### src/pin_mux_pkg.sv
/*
  Shared constants for the multipurpose pin mux: register indices, field
  positions, reset values, drive-state codes, selection codes, status bits.
  Assumes a 32-bit AXI4-Lite register bus with byte address = 4 * index.
*/
package pin_mux_pkg;
  // Register indices (byte address is four times the index)
  localparam logic [5:0] IDX_TRIG_ONE_CTL = 6'h24;
  localparam logic [5:0] IDX_TRIG_TWO_CTL = 6'h25;
  localparam logic [5:0] IDX_KEYING_CTL = 6'h26;
  localparam logic [5:0] IDX_MULTIPURPOSE_OUT_PIN_CTL = 6'h27;
  localparam logic [5:0] IDX_THRESHOLD = 6'h28;
  localparam logic [5:0] IDX_IRQ_STATUS = 6'h29;
  localparam logic [5:0] IDX_IRQ_MASK = 6'h2A;
  localparam logic [5:0] IDX_MONITOR = 6'h2B;
  localparam int ADDR_W = 8;
  localparam int NUM_PINS = 4;
  // Pin numbering inside vectors
  localparam int PIN_TRIG_ONE = 0;
  localparam int PIN_TRIG_TWO = 1;
  localparam int PIN_KEYING = 2;
  localparam int PIN_MULTIPURPOSE_OUT_PIN = 3;
  // Pin control layout: drive state in [2:0], select in [8:3]
  localparam int CTL_W = 9;
  localparam int DRV_LSB = 0;
  localparam int SEL_LSB = 3;
  localparam int SEL_W = 6;
  localparam logic [8:0] CTL_RST_TRIG_ONE = 9'h008;
  localparam logic [8:0] CTL_RST_TRIG_TWO = 9'h010;
  localparam logic [8:0] CTL_RST_KEYING = 9'h018;
  localparam logic [8:0] CTL_RST_MULTIPURPOSE_OUT_PIN = 9'h038;
  // Threshold layout: low in [5:0], high in [13:8]
  localparam int THR_W = 6;
  localparam int THR_LO_LSB = 0;
  localparam int THR_HI_LSB = 8;
  localparam logic [5:0] THR_LO_RST = 6'h0A;
  localparam logic [5:0] THR_HI_RST = 6'h32;
  // Drive-state codes
  localparam logic [2:0] DRV_TRISTATE = 3'h0;
  localparam logic [2:0] DRV_OPEN_DRAIN = 3'h1;
  localparam logic [2:0] DRV_PUSH_PULL = 3'h2;
  localparam logic [2:0] DRV_RESERVED = 3'h3;
  localparam logic [2:0] DRV_GROUND = 3'h4;
  localparam logic [2:0] DRV_INV_OPEN_DRAIN = 3'h5;
  localparam logic [2:0] DRV_INV_PUSH_PULL = 3'h6;
  localparam logic [2:0] DRV_INPUT = 3'h7;
  // Selection codes
  localparam int SEL_OUT_TRIG_ONE = 4;
  localparam int SEL_OUT_TRIG_TWO = 5;
  localparam int SEL_OUT_KEYING = 6;
  localparam int SEL_READBACK = 7;
  localparam int SEL_COMPARATOR_ZERO = 8;
  localparam int SEL_COMPARATOR_ONE = 9;
  localparam int SEL_LOCK = 10;
  localparam int SEL_DLD = 11;
  localparam int SEL_MON_GOOD = 12;
  localparam int SEL_MON_HIGH = 13;
  localparam int SEL_MON_LOW = 14;
  localparam int SEL_RAMP_LIMIT = 15;
  localparam int SEL_RDIV2 = 16;
  localparam int SEL_RDIV4 = 17;
  localparam int SEL_NDIV2 = 18;
  localparam int SEL_NDIV4 = 19;
  localparam int SEL_COMPARATOR_ZERO_RAMP = 22;
  localparam int SEL_COMPARATOR_ONE_RAMP = 23;
  localparam int SEL_FASTLOCK = 28;
  localparam int SEL_PUMP_GAIN = 29;
  localparam int SEL_FLAG0 = 30;
  localparam int SEL_FLAG1 = 31;
  localparam int SEL_TRIG_A = 32;
  localparam int SEL_TRIG_B = 33;
  localparam int SEL_TRIG_C = 34;
  localparam int SEL_RDIV = 35;
  localparam int SEL_PUMP_UP = 36;
  localparam int SEL_PUMP_DN = 37;
  localparam int SEL_CNT_DONE = 38;
  localparam int SEL_FIRST_RSV_HI = 39;
  // Interrupt status bits
  localparam int ST_LOCK_LOST = 0;
  localparam int ST_LOCK_GAINED = 1;
  localparam int ST_PUMP_LOW = 2;
  localparam int ST_PUMP_HIGH = 3;
  localparam int ST_W = 4;
  // AXI responses
  localparam logic [1:0] RESP_OKAY = 2'h0;
  localparam logic [1:0] RESP_SLVERR = 2'h2;
endpackage

### src/pin_driver.sv
/*
  One multipurpose pin: two-flop input synchroniser and registered drive
  logic for the eight drive-state codes.
  Assumes the pad resolves the wire from pin_out_o and pin_oe_o.
*/
`timescale 1ns/100ps
module pin_driver
  import pin_mux_pkg::*;
(
  // Clock and reset
  input wire logic clk_i,
  input wire logic reset_n_i,
  // Control from the mux
  input wire logic [2:0] drive_state_i,
  input wire logic value_i,
  input wire logic force_low_i,
  // Pad side
  input wire logic pin_in_i,
  output logic pin_out_o,
  output logic pin_oe_o,
  // Synchronised pin level
  output logic synced_o
);
  typedef struct packed {
    logic sync1;
    logic sync2;
    logic out;
    logic oe;
  } drv_s;

  drv_s q_r;
  drv_s q_nxt;

  // Next state: synchroniser and drive decode
  always_comb begin
    q_nxt = q_r;
    q_nxt.sync1 = pin_in_i;
    q_nxt.sync2 = q_r.sync1;
    q_nxt.out = 1'b0;
    q_nxt.oe = 1'b0;
    unique case (drive_state_i)
      DRV_TRISTATE, DRV_INPUT: begin
        q_nxt.oe = 1'b0;
      end
      DRV_OPEN_DRAIN: begin
        q_nxt.oe = force_low_i | ~value_i;
      end
      DRV_PUSH_PULL: begin
        q_nxt.oe = 1'b1;
        q_nxt.out = value_i & ~force_low_i;
      end
      DRV_RESERVED, DRV_GROUND: begin
        q_nxt.oe = 1'b1;
      end
      DRV_INV_OPEN_DRAIN: begin
        q_nxt.oe = force_low_i | value_i;
      end
      DRV_INV_PUSH_PULL: begin
        q_nxt.oe = 1'b1;
        q_nxt.out = ~value_i & ~force_low_i;
      end
    endcase
    if (!reset_n_i) begin
      q_nxt = '0;
    end
  end

  // State register
  always_ff @(posedge clk_i) begin
    q_r <= q_nxt;
  end

  assign pin_out_o = q_r.out;
  assign pin_oe_o = q_r.oe;
  assign synced_o = q_r.sync2;
endmodule

### src/pin_mux.sv
/*
  Multipurpose pin mux top: AXI4-Lite register file, pump-voltage monitor,
  combined lock indication, source routing per pin and interrupt logic.
  Assumes all internal source inputs are on clk_i; pins are asynchronous.
*/
// What this block does
// Three-bit drive state per pin, eight codes.
// Codes five and six invert the routed signal.
// Six-bit select per pin; reserved codes listed.
// Code ten outputs lock AND monitor good.
// Codes eleven to thirteen: lock, good, high.
// Code fourteen outputs pump voltage too low.
// Codes twenty-eight, twenty-nine: fastlock, pump gain.
// Code thirty flag zero; 32-34 triggers A-C.
// Codes 31, 35-38: flag, dividers, pulses, done.
// Lock low when pump below low threshold.
// Pin inputs pass a two-flop synchroniser.
// Reserved drive codes drive the pin low; reserved selects do too, except in tristate and input.
`timescale 1ns/100ps
module pin_mux
  import pin_mux_pkg::*;
#(
  parameter int PUMP_W = 6
)
(
  // Clock and reset
  input wire logic clk_i,
  input wire logic reset_n_i,
  // AXI4-Lite write channels
  input wire logic [ADDR_W-1:0] s_axi_awaddr_i,
  input wire logic s_axi_awvalid_i,
  output logic s_axi_awready_o,
  input wire logic [31:0] s_axi_wdata_i,
  input wire logic [3:0] s_axi_wstrb_i,
  input wire logic s_axi_wvalid_i,
  output logic s_axi_wready_o,
  output logic [1:0] s_axi_bresp_o,
  output logic s_axi_bvalid_o,
  input wire logic s_axi_bready_i,
  // AXI4-Lite read channels
  input wire logic [ADDR_W-1:0] s_axi_araddr_i,
  input wire logic s_axi_arvalid_i,
  output logic s_axi_arready_o,
  output logic [31:0] s_axi_rdata_o,
  output logic [1:0] s_axi_rresp_o,
  output logic s_axi_rvalid_o,
  input wire logic s_axi_rready_i,
  // Lock and pump monitor inputs
  input wire logic digital_phase_lock_i,
  input wire logic [PUMP_W-1:0] pump_voltage_monitor_i,
  // Internal sources
  input wire logic readback_data_i,
  input wire logic comparator_zero_i,
  input wire logic comparator_one_i,
  input wire logic ramp_limit_exceeded_i,
  input wire logic ref_div_half_i,
  input wire logic ref_div_quarter_i,
  input wire logic fb_div_half_i,
  input wire logic fb_div_quarter_i,
  input wire logic comparator_zero_ramp_i,
  input wire logic comparator_one_ramp_i,
  input wire logic fastlock_active_i,
  input wire logic pump_gain_select_i,
  input wire logic ramp_flag_zero_i,
  input wire logic ramp_flag_one_i,
  input wire logic trigger_source_a_i,
  input wire logic trigger_source_b_i,
  input wire logic trigger_source_c_i,
  input wire logic ref_div_out_i,
  input wire logic pump_up_pulse_i,
  input wire logic pump_down_pulse_i,
  input wire logic sweep_repeat_counter_done_i,
  // Pads: index 0 trigger one, 1 trigger two, 2 keying, 3 mux out
  input wire logic [NUM_PINS-1:0] pin_in_i,
  output logic [NUM_PINS-1:0] pin_out_o,
  output logic [NUM_PINS-1:0] pin_oe_o,
  // To internal consumers
  output logic [NUM_PINS-1:0] synced_pin_o,
  output logic combined_lock_indication_o,
  output logic irq_o
);
  // Thresholds are compared directly against the monitor code
  if (PUMP_W != THR_W) begin : g_bad_width
    $error("pin_mux: PUMP_W must equal the threshold width");
  end

  typedef struct packed {
    logic [NUM_PINS-1:0][CTL_W-1:0] ctl;
    logic [THR_W-1:0] thr_lo;
    logic [THR_W-1:0] thr_hi;
    logic [ST_W-1:0] sts;
    logic [ST_W-1:0] msk;
    logic aw_rdy;
    logic [ADDR_W-1:0] aw_addr;
    logic w_rdy;
    logic [31:0] w_data;
    logic [3:0] w_strb;
    logic bvalid;
    logic [1:0] bresp;
    logic ar_rdy;
    logic rvalid;
    logic [31:0] rdata;
    logic [1:0] rresp;
    logic lock_q;
    logic lock_out;
    logic irq;
  } top_s;

  top_s q_r;
  top_s q_nxt;

  logic pump_low;
  logic pump_high;
  logic mon_good;
  logic lock;
  logic [63:0] src;
  logic [NUM_PINS-1:0] rsv_sel;
  logic [NUM_PINS-1:0] synced;
  logic [ST_W-1:0] events;

  // Pump monitor compares; lock is dropped while below the low threshold
  assign pump_low = pump_voltage_monitor_i < q_r.thr_lo;
  assign pump_high = pump_voltage_monitor_i > q_r.thr_hi;
  assign mon_good = ~pump_low & ~pump_high;
  assign lock = digital_phase_lock_i & mon_good;

  // Source table indexed by the select code; unlisted codes stay low
  always_comb begin
    src = '0;
    src[SEL_OUT_TRIG_ONE] = synced[PIN_TRIG_ONE];
    src[SEL_OUT_TRIG_TWO] = synced[PIN_TRIG_TWO];
    src[SEL_OUT_KEYING] = synced[PIN_KEYING];
    src[SEL_READBACK] = readback_data_i;
    src[SEL_COMPARATOR_ZERO] = comparator_zero_i;
    src[SEL_COMPARATOR_ONE] = comparator_one_i;
    src[SEL_LOCK] = lock;
    src[SEL_DLD] = digital_phase_lock_i;
    src[SEL_MON_GOOD] = mon_good;
    src[SEL_MON_HIGH] = pump_high;
    src[SEL_MON_LOW] = pump_low;
    src[SEL_RAMP_LIMIT] = ramp_limit_exceeded_i;
    src[SEL_RDIV2] = ref_div_half_i;
    src[SEL_RDIV4] = ref_div_quarter_i;
    src[SEL_NDIV2] = fb_div_half_i;
    src[SEL_NDIV4] = fb_div_quarter_i;
    src[SEL_COMPARATOR_ZERO_RAMP] = comparator_zero_ramp_i;
    src[SEL_COMPARATOR_ONE_RAMP] = comparator_one_ramp_i;
    src[SEL_FASTLOCK] = fastlock_active_i;
    src[SEL_PUMP_GAIN] = pump_gain_select_i;
    src[SEL_FLAG0] = ramp_flag_zero_i;
    src[SEL_FLAG1] = ramp_flag_one_i;
    src[SEL_TRIG_A] = trigger_source_a_i;
    src[SEL_TRIG_B] = trigger_source_b_i;
    src[SEL_TRIG_C] = trigger_source_c_i;
    src[SEL_RDIV] = ref_div_out_i;
    src[SEL_PUMP_UP] = pump_up_pulse_i;
    src[SEL_PUMP_DN] = pump_down_pulse_i;
    src[SEL_CNT_DONE] = sweep_repeat_counter_done_i;
  end

  // One driver per pin; reserved selects force an active low in every drive state except tristate and input
  for (genvar p = 0; p < NUM_PINS; p++) begin : g_pin
    logic [SEL_W-1:0] sel;
    assign sel = q_r.ctl[p][SEL_LSB +: SEL_W];
    assign rsv_sel[p] = (sel == 6'd20) || (sel == 6'd21) || (sel >= 6'd24 && sel <= 6'd27)
                        || (sel >= 6'(SEL_FIRST_RSV_HI));
    pin_driver u_drv (
      .clk_i(clk_i),
      .reset_n_i(reset_n_i),
      .drive_state_i(q_r.ctl[p][DRV_LSB +: 3]),
      .value_i(src[sel]),
      .force_low_i(rsv_sel[p]),
      .pin_in_i(pin_in_i[p]),
      .pin_out_o(pin_out_o[p]),
      .pin_oe_o(pin_oe_o[p]),
      .synced_o(synced[p])
    );
  end

  // Events: lock edges and pump out of window
  always_comb begin
    events = '0;
    events[ST_LOCK_LOST] = q_r.lock_q & ~lock;
    events[ST_LOCK_GAINED] = ~q_r.lock_q & lock;
    events[ST_PUMP_LOW] = pump_low;
    events[ST_PUMP_HIGH] = pump_high;
  end

  // Register read view; bit 32 marks a mapped address
  function automatic logic [32:0] reg_read(input logic [ADDR_W-1:0] a);
    logic [32:0] r;
    r = '0;
    r[32] = 1'b1;
    unique case (a[ADDR_W-1:2])
      IDX_TRIG_ONE_CTL: r[CTL_W-1:0] = q_r.ctl[PIN_TRIG_ONE];
      IDX_TRIG_TWO_CTL: r[CTL_W-1:0] = q_r.ctl[PIN_TRIG_TWO];
      IDX_KEYING_CTL: r[CTL_W-1:0] = q_r.ctl[PIN_KEYING];
      IDX_MULTIPURPOSE_OUT_PIN_CTL: r[CTL_W-1:0] = q_r.ctl[PIN_MULTIPURPOSE_OUT_PIN];
      IDX_THRESHOLD: begin
        r[THR_LO_LSB +: THR_W] = q_r.thr_lo;
        r[THR_HI_LSB +: THR_W] = q_r.thr_hi;
      end
      IDX_IRQ_STATUS: r[ST_W-1:0] = q_r.sts;
      IDX_IRQ_MASK: r[ST_W-1:0] = q_r.msk;
      IDX_MONITOR: r[8:0] = {synced, pump_low, pump_high, mon_good, digital_phase_lock_i, lock};
      default: r[32] = 1'b0;
    endcase
    return r;
  endfunction

  // Bus, register file and interrupt next state
  always_comb begin
    logic [31:0] wmask;
    logic [31:0] wval;
    logic [32:0] cur;
    logic [ST_W-1:0] clr;
    logic [5:0] widx;
    wmask = {{8{q_r.w_strb[3]}}, {8{q_r.w_strb[2]}}, {8{q_r.w_strb[1]}}, {8{q_r.w_strb[0]}}};
    cur = reg_read(q_r.aw_addr);
    wval = (cur[31:0] & ~wmask) | (q_r.w_data & wmask);
    widx = q_r.aw_addr[ADDR_W-1:2];
    clr = '0;
    q_nxt = q_r;
    // Address and data are taken independently, in either order
    if (s_axi_awvalid_i && q_r.aw_rdy) begin
      q_nxt.aw_addr = s_axi_awaddr_i;
      q_nxt.aw_rdy = 1'b0;
    end
    if (s_axi_wvalid_i && q_r.w_rdy) begin
      q_nxt.w_data = s_axi_wdata_i;
      q_nxt.w_strb = s_axi_wstrb_i;
      q_nxt.w_rdy = 1'b0;
    end
    // Perform the write once both halves are held
    if (!q_r.aw_rdy && !q_r.w_rdy && !q_r.bvalid) begin
      q_nxt.bvalid = 1'b1;
      q_nxt.bresp = cur[32] ? RESP_OKAY : RESP_SLVERR;
      unique case (widx)
        IDX_TRIG_ONE_CTL: q_nxt.ctl[PIN_TRIG_ONE] = wval[CTL_W-1:0];
        IDX_TRIG_TWO_CTL: q_nxt.ctl[PIN_TRIG_TWO] = wval[CTL_W-1:0];
        IDX_KEYING_CTL: q_nxt.ctl[PIN_KEYING] = wval[CTL_W-1:0];
        IDX_MULTIPURPOSE_OUT_PIN_CTL: q_nxt.ctl[PIN_MULTIPURPOSE_OUT_PIN] = wval[CTL_W-1:0];
        IDX_THRESHOLD: begin
          q_nxt.thr_lo = wval[THR_LO_LSB +: THR_W];
          q_nxt.thr_hi = wval[THR_HI_LSB +: THR_W];
        end
        IDX_IRQ_STATUS: clr = q_r.w_data[ST_W-1:0] & wmask[ST_W-1:0];
        IDX_IRQ_MASK: q_nxt.msk = wval[ST_W-1:0];
        default: clr = '0;
      endcase
    end
    // Response handshake frees both write channels again
    if (q_r.bvalid && s_axi_bready_i) begin
      q_nxt.bvalid = 1'b0;
      q_nxt.aw_rdy = 1'b1;
      q_nxt.w_rdy = 1'b1;
    end
    // Read: data registered on the same edge that takes the address
    if (s_axi_arvalid_i && q_r.ar_rdy) begin
      cur = reg_read(s_axi_araddr_i);
      q_nxt.rdata = cur[31:0];
      q_nxt.rresp = cur[32] ? RESP_OKAY : RESP_SLVERR;
      q_nxt.rvalid = 1'b1;
      q_nxt.ar_rdy = 1'b0;
    end
    if (q_r.rvalid && s_axi_rready_i) begin
      q_nxt.rvalid = 1'b0;
      q_nxt.ar_rdy = 1'b1;
    end
    // Sticky status: a set in the clearing cycle survives the clear
    q_nxt.sts = (q_r.sts & ~clr) | events;
    q_nxt.irq = |(q_nxt.sts & q_nxt.msk);
    q_nxt.lock_q = lock;
    q_nxt.lock_out = lock;
    if (!reset_n_i) begin
      q_nxt = '0;
      q_nxt.ctl[PIN_TRIG_ONE] = CTL_RST_TRIG_ONE;
      q_nxt.ctl[PIN_TRIG_TWO] = CTL_RST_TRIG_TWO;
      q_nxt.ctl[PIN_KEYING] = CTL_RST_KEYING;
      q_nxt.ctl[PIN_MULTIPURPOSE_OUT_PIN] = CTL_RST_MULTIPURPOSE_OUT_PIN;
      q_nxt.thr_lo = THR_LO_RST;
      q_nxt.thr_hi = THR_HI_RST;
      q_nxt.aw_rdy = 1'b1;
      q_nxt.w_rdy = 1'b1;
      q_nxt.ar_rdy = 1'b1;
    end
  end

  // State register
  always_ff @(posedge clk_i) begin
    q_r <= q_nxt;
  end

  // Outputs straight from the state register
  assign s_axi_awready_o = q_r.aw_rdy;
  assign s_axi_wready_o = q_r.w_rdy;
  assign s_axi_bvalid_o = q_r.bvalid;
  assign s_axi_bresp_o = q_r.bresp;
  assign s_axi_arready_o = q_r.ar_rdy;
  assign s_axi_rvalid_o = q_r.rvalid;
  assign s_axi_rdata_o = q_r.rdata;
  assign s_axi_rresp_o = q_r.rresp;
  assign synced_pin_o = synced;
  assign combined_lock_indication_o = q_r.lock_out;
  assign irq_o = q_r.irq;
endmodule

### config.mk
export PLATFORM = sky130hd
export DESIGN_NAME = pin_mux
export DESIGN_NICKNAME = d
export VERILOG_FILES = /design/src/pin_mux_pkg.sv /design/src/pin_driver.sv /design/src/pin_mux.sv
export SDC_FILE = /design/constraint.sdc
export NUM_CORES = 1
export LEC_CHECK = 0
export BUFFER_PORTS_ARGS = -buffer_cell sky130_fd_sc_hd__buf_2
export CELL_PAD_IN_SITES_DETAIL_PLACEMENT = 1
export CELL_PAD_IN_SITES_GLOBAL_PLACEMENT = 1
export CORE_ASPECT_RATIO = 0.9
export CORE_MARGIN = 3
export CORE_UTILIZATION = 41
export DETAILED_ROUTE_END_ITERATION = 7
export PLACE_DENSITY = 0.82
export SETUP_SLACK_MARGIN = 0.3
export SYNTH_ARGS = -nofsm -noshare
export SYNTH_HDL_FRONTEND = slang
export SYNTH_SLANG_ARGS = --single-unit
export TNS_END_PERCENT = 20
### constraint.sdc
create_clock -name clk_i -period 3.1 [get_ports clk_i]
set_input_delay 0.62 -clock clk_i [delete_from_list [all_inputs] [get_ports clk_i]]
set_output_delay 0.62 -clock clk_i [all_outputs]
set_load 0.005 [all_outputs]
==> flow_summary.json <==
{
  "synthFlopType": "dfxtp_1",
  "yosysSeqAreaShare_pct": 33.0,
  "yosys.area_share.simple_pct": 19.6,
  "synth_area_per_cell_um2": 8.10,
  "portBuffers": 101,
  "crit_buf_inv": 3,
  "die_w_um": 145,
  "grt_pass1_vias": 7117,
  "clkTransAtPathRegs_ps": 60,
  "setup_viol": 0,
  "antennaDiodeCount": 0,
  "first_pass_iters": 8,
  "setup_ws_ps": 300,
  "cp_top_family": "compound AO/OA/AOI/OAI gates",
  "start_kind": "register",
  "initial_core_util_pct": 42.9,
  "whs_ps": 408,
  "synth_area_mm2": 0.00709,
  "cts_buffer_depth": 2,
  "tightest_slew_ps": 838,
  "synth_xor_area_share_pct": 0.247,
  "synth_top_area_share_pct": 33.0,
  "crit_arrival_ps": 3120,
  "drive_above_1_share_pct": 22.1,
  "synth_compound_area_share_pct": 23.8,
  "die_h_um": 131,
  "crit_slowest_cell": "dfxtp_1",
  "dp_hpwl_um": 18300,
  "cts.htree.levels": 4,
  "crit_path_max_fanout": 5,
  "worstPathCellList": "inv_1, ha_1, a211o_1, o211ai_1, a31oi_2, buf_4, o311a_1, o21ai_1, o21ai_2, buf_4, a211o_1, o211a_1",
  "slew_violations": 0,
  "dp_cells": 1115,
  "layout.nets": 1030,
  "layout.cells.non_filler": 1148,
  "path_class": "register to register",
  "fin_worst_skew_ps": 7.14,
  "finalWorstPathRequiredPeriod_ps": 2800,
  "post-place-ws_ps": -17.0,
  "drt_wl_total_um": 25600,
  "ant_nets": 0,
  "fin_crit_sh_pct": 90.3,
  "slew_headroom_pct": 43.5,
  "yosys.cell_types.count": 65,
  "slowest_delay_ps": 360,
  "syn_inst": 875,
  "grt_max_degree": 36,
  "status": "complete, no violations",
  "p_leak_uw": 0.00341,
  "wire_per_inst_um": 22.3,
  "num_io_pins": 146,
  "cts_hold_buf": 0,
  "coreArea_mm2": 0.0165,
  "synth_top_family_by_area": "compound AO/OA/AOI/OAI gates",
  "cap_violations": 0,
  "cts.sinks": 117,
  "p_per_area_mw_per_mm2": 482,
  "drt-initial-drc-count": 840,
  "grt_first_pass_wirelength_um": 40100,
  "cts-buffers-inserted": 17,
  "synth_mux_area_share_pct": 10.6,
  "ys_top_cells_by_area": "dfxtp_1 33%, nand2_1 6.2%, mux4_2 6.0%",
  "routed_via_density": 6.22,
  "vias": 7136,
  "gr-total-overflow": 0,
  "yosysMostFrequentCell": "nand2_1",
  "syn2layout_area_growth_pct": 15.2,
  "drcViolationCount": 0,
  "clkLatencyLatePin_ps": 430,
  "die_area_mm2": 0.0189,
  "max_clock_freq_mhz": 357,
  "gp_congestion": 0.917,
  "ys_warn_count": 0,
  "async_flop_share_pct": 0,
  "rsz0062_at_grt": "yes",
  "endpoint_kind": "register",
  "ir_worst_vdd_mv": 0.356,
  "synth_top_cell_by_area": "dfxtp_1",
  "synth_adder_area_share_pct": 1.94,
  "synth-seq-cells": 117,
  "setup_tns_ps": 0,
  "root_buffer": "clkbuf_16",
  "num_rows": 44,
  "track_usage_pct": 27.6,
  "cts_tree": "done",
  "antenna_found_initial": 0,
  "hold_path_class": "primary input to register",
  "critical_path_required_ps": 3420,
  "synth_edf_count": 0,
  "hold_viol": 0,
  "synth_common_cells": "118 x nand2_1, 117 x dfxtp_1, 80 x a21oi_1, 59 x clkbuf_1, 58 x nor2_1"
}
[registers in the layout, indices dropped and copies added (netlist names)]
name / flops
g_pin.u_drv.pin_oe_o: 4
irq_o: 1
g_pin.u_drv.q_r: 4
g_pin.u_drv.pin_out_o: 4
q_r: 54
g_pin.sel: 24
g_pin.u_drv.synced_o: 4
s_axi_bresp_o: 1
s_axi_wready_o: 1
s_axi_rvalid_o: 1
s_axi_bvalid_o: 1
s_axi_rresp_o: 1
s_axi_arready_o: 1
s_axi_rdata_o: 14
s_axi_awready_o: 1
combined_lock_indication_o: 1
[report_power, final]
group | internal, uW | switching [uW]
logic | 142 | 211
clock network | 1290 | 712
registers | 1540 | 38.8
total | 2970 | 962
[placed cells by master (no fill, tap or decap), drive strengths merged, types with 3 or more instances in the layout]
cell type / instances
buf: 139
nand2: 118
dfxtp: 117
a21oi: 80
nor2: 58
o21ai: 42
nand3: 41
mux2i: 27
a22oi: 26
inv: 26
and2: 26
clkbuf: 25
conb: 20
mux4: 19
o211ai: 14
a221oi: 11
ha: 11
a311oi: 10
a21o: 9
a31oi: 9
nor2b: 7
a222oi: 7
and3: 7
nand4: 6
nor4b: 5
nor3b: 5
mux2: 5
nor3: 5
a31o: 4
a211oi: 4
o311a: 4
a32o: 4
nand4b: 4
nand3b: 3
nand2b: 3
a221o: 3
o311ai: 3
o31ai: 3
o22ai: 3
clkinv: 3
[worst reg2reg max path, stage by stage, from the launching register on]
cell and delay, ps:
dfxtp_1 360, inv_1 60, ha_1 290, a211o_1 260
o211ai_1 140, a31oi_2 170, buf_4 190, o311a_1 330
o21ai_1 220, o21ai_2 120, buf_4 160, a211o_1 280
o211a_1 130
[through the flow]
stage,power (uW),instance area [um^2],util (%)
3_3_place_gp,1950,7540,45.7
2_1_floorplan,1820,7160,-
3_5_place_dp,1950,7540,45.7
6_report,3930,8170,49.4
4_1_cts,3950,8140,49.3
5_1_grt,4070,8170,49.4
[final cells by class]
type,instances,area (um^2)
Sequential cell,117,2340
Inverter,26,97.6
Fill cell,1987,8350
Multi-Input combinational cell,627,4080
Clock inverter,7,93.8
Tap cell,207,259
Timing Repair Buffer,139,791
Clock buffer,25,505
[final timing paths]
kind,from,to,slack [ps],depth (start not counted)
setup / recovery,q_r[99],g_pin[3].u_drv.pin_oe_o,300,12
setup reg to reg,q_r[99],g_pin[3].u_drv.pin_oe_o,300,12
hold reg to reg,g_pin[1].u_drv.q_r[3],g_pin[1].u_drv.synced_o,430,1
hold / removal,pin_in_i[0],g_pin[0].u_drv.q_r[3],410,2
[kinds of logic after synthesis]
group	count (synthesis)
xor+xnor	2
simple gates	293
other cells	1
compound gates	250
mux	51
fa+ha+maj	11
buf+inv	150
flops	117
[per-layer routing]
| layer | track usage, % | share of wire [%] |
|---|---|---|
| met1 | 37.8 | 42 |
| met2 | 42.2 | 44 |
| met3 | 7.42 | 10 |
| met4 | 9.38 | 3.1 |
| met5 | 0 | 0 |
[what timing repair did]
action	in CTS	in global routing
endpoints found under the setup margin	0	7
gates resized for setup	0	6
setup buffers	0	1
No activity file was read; power rests on OpenSTA's default activity.
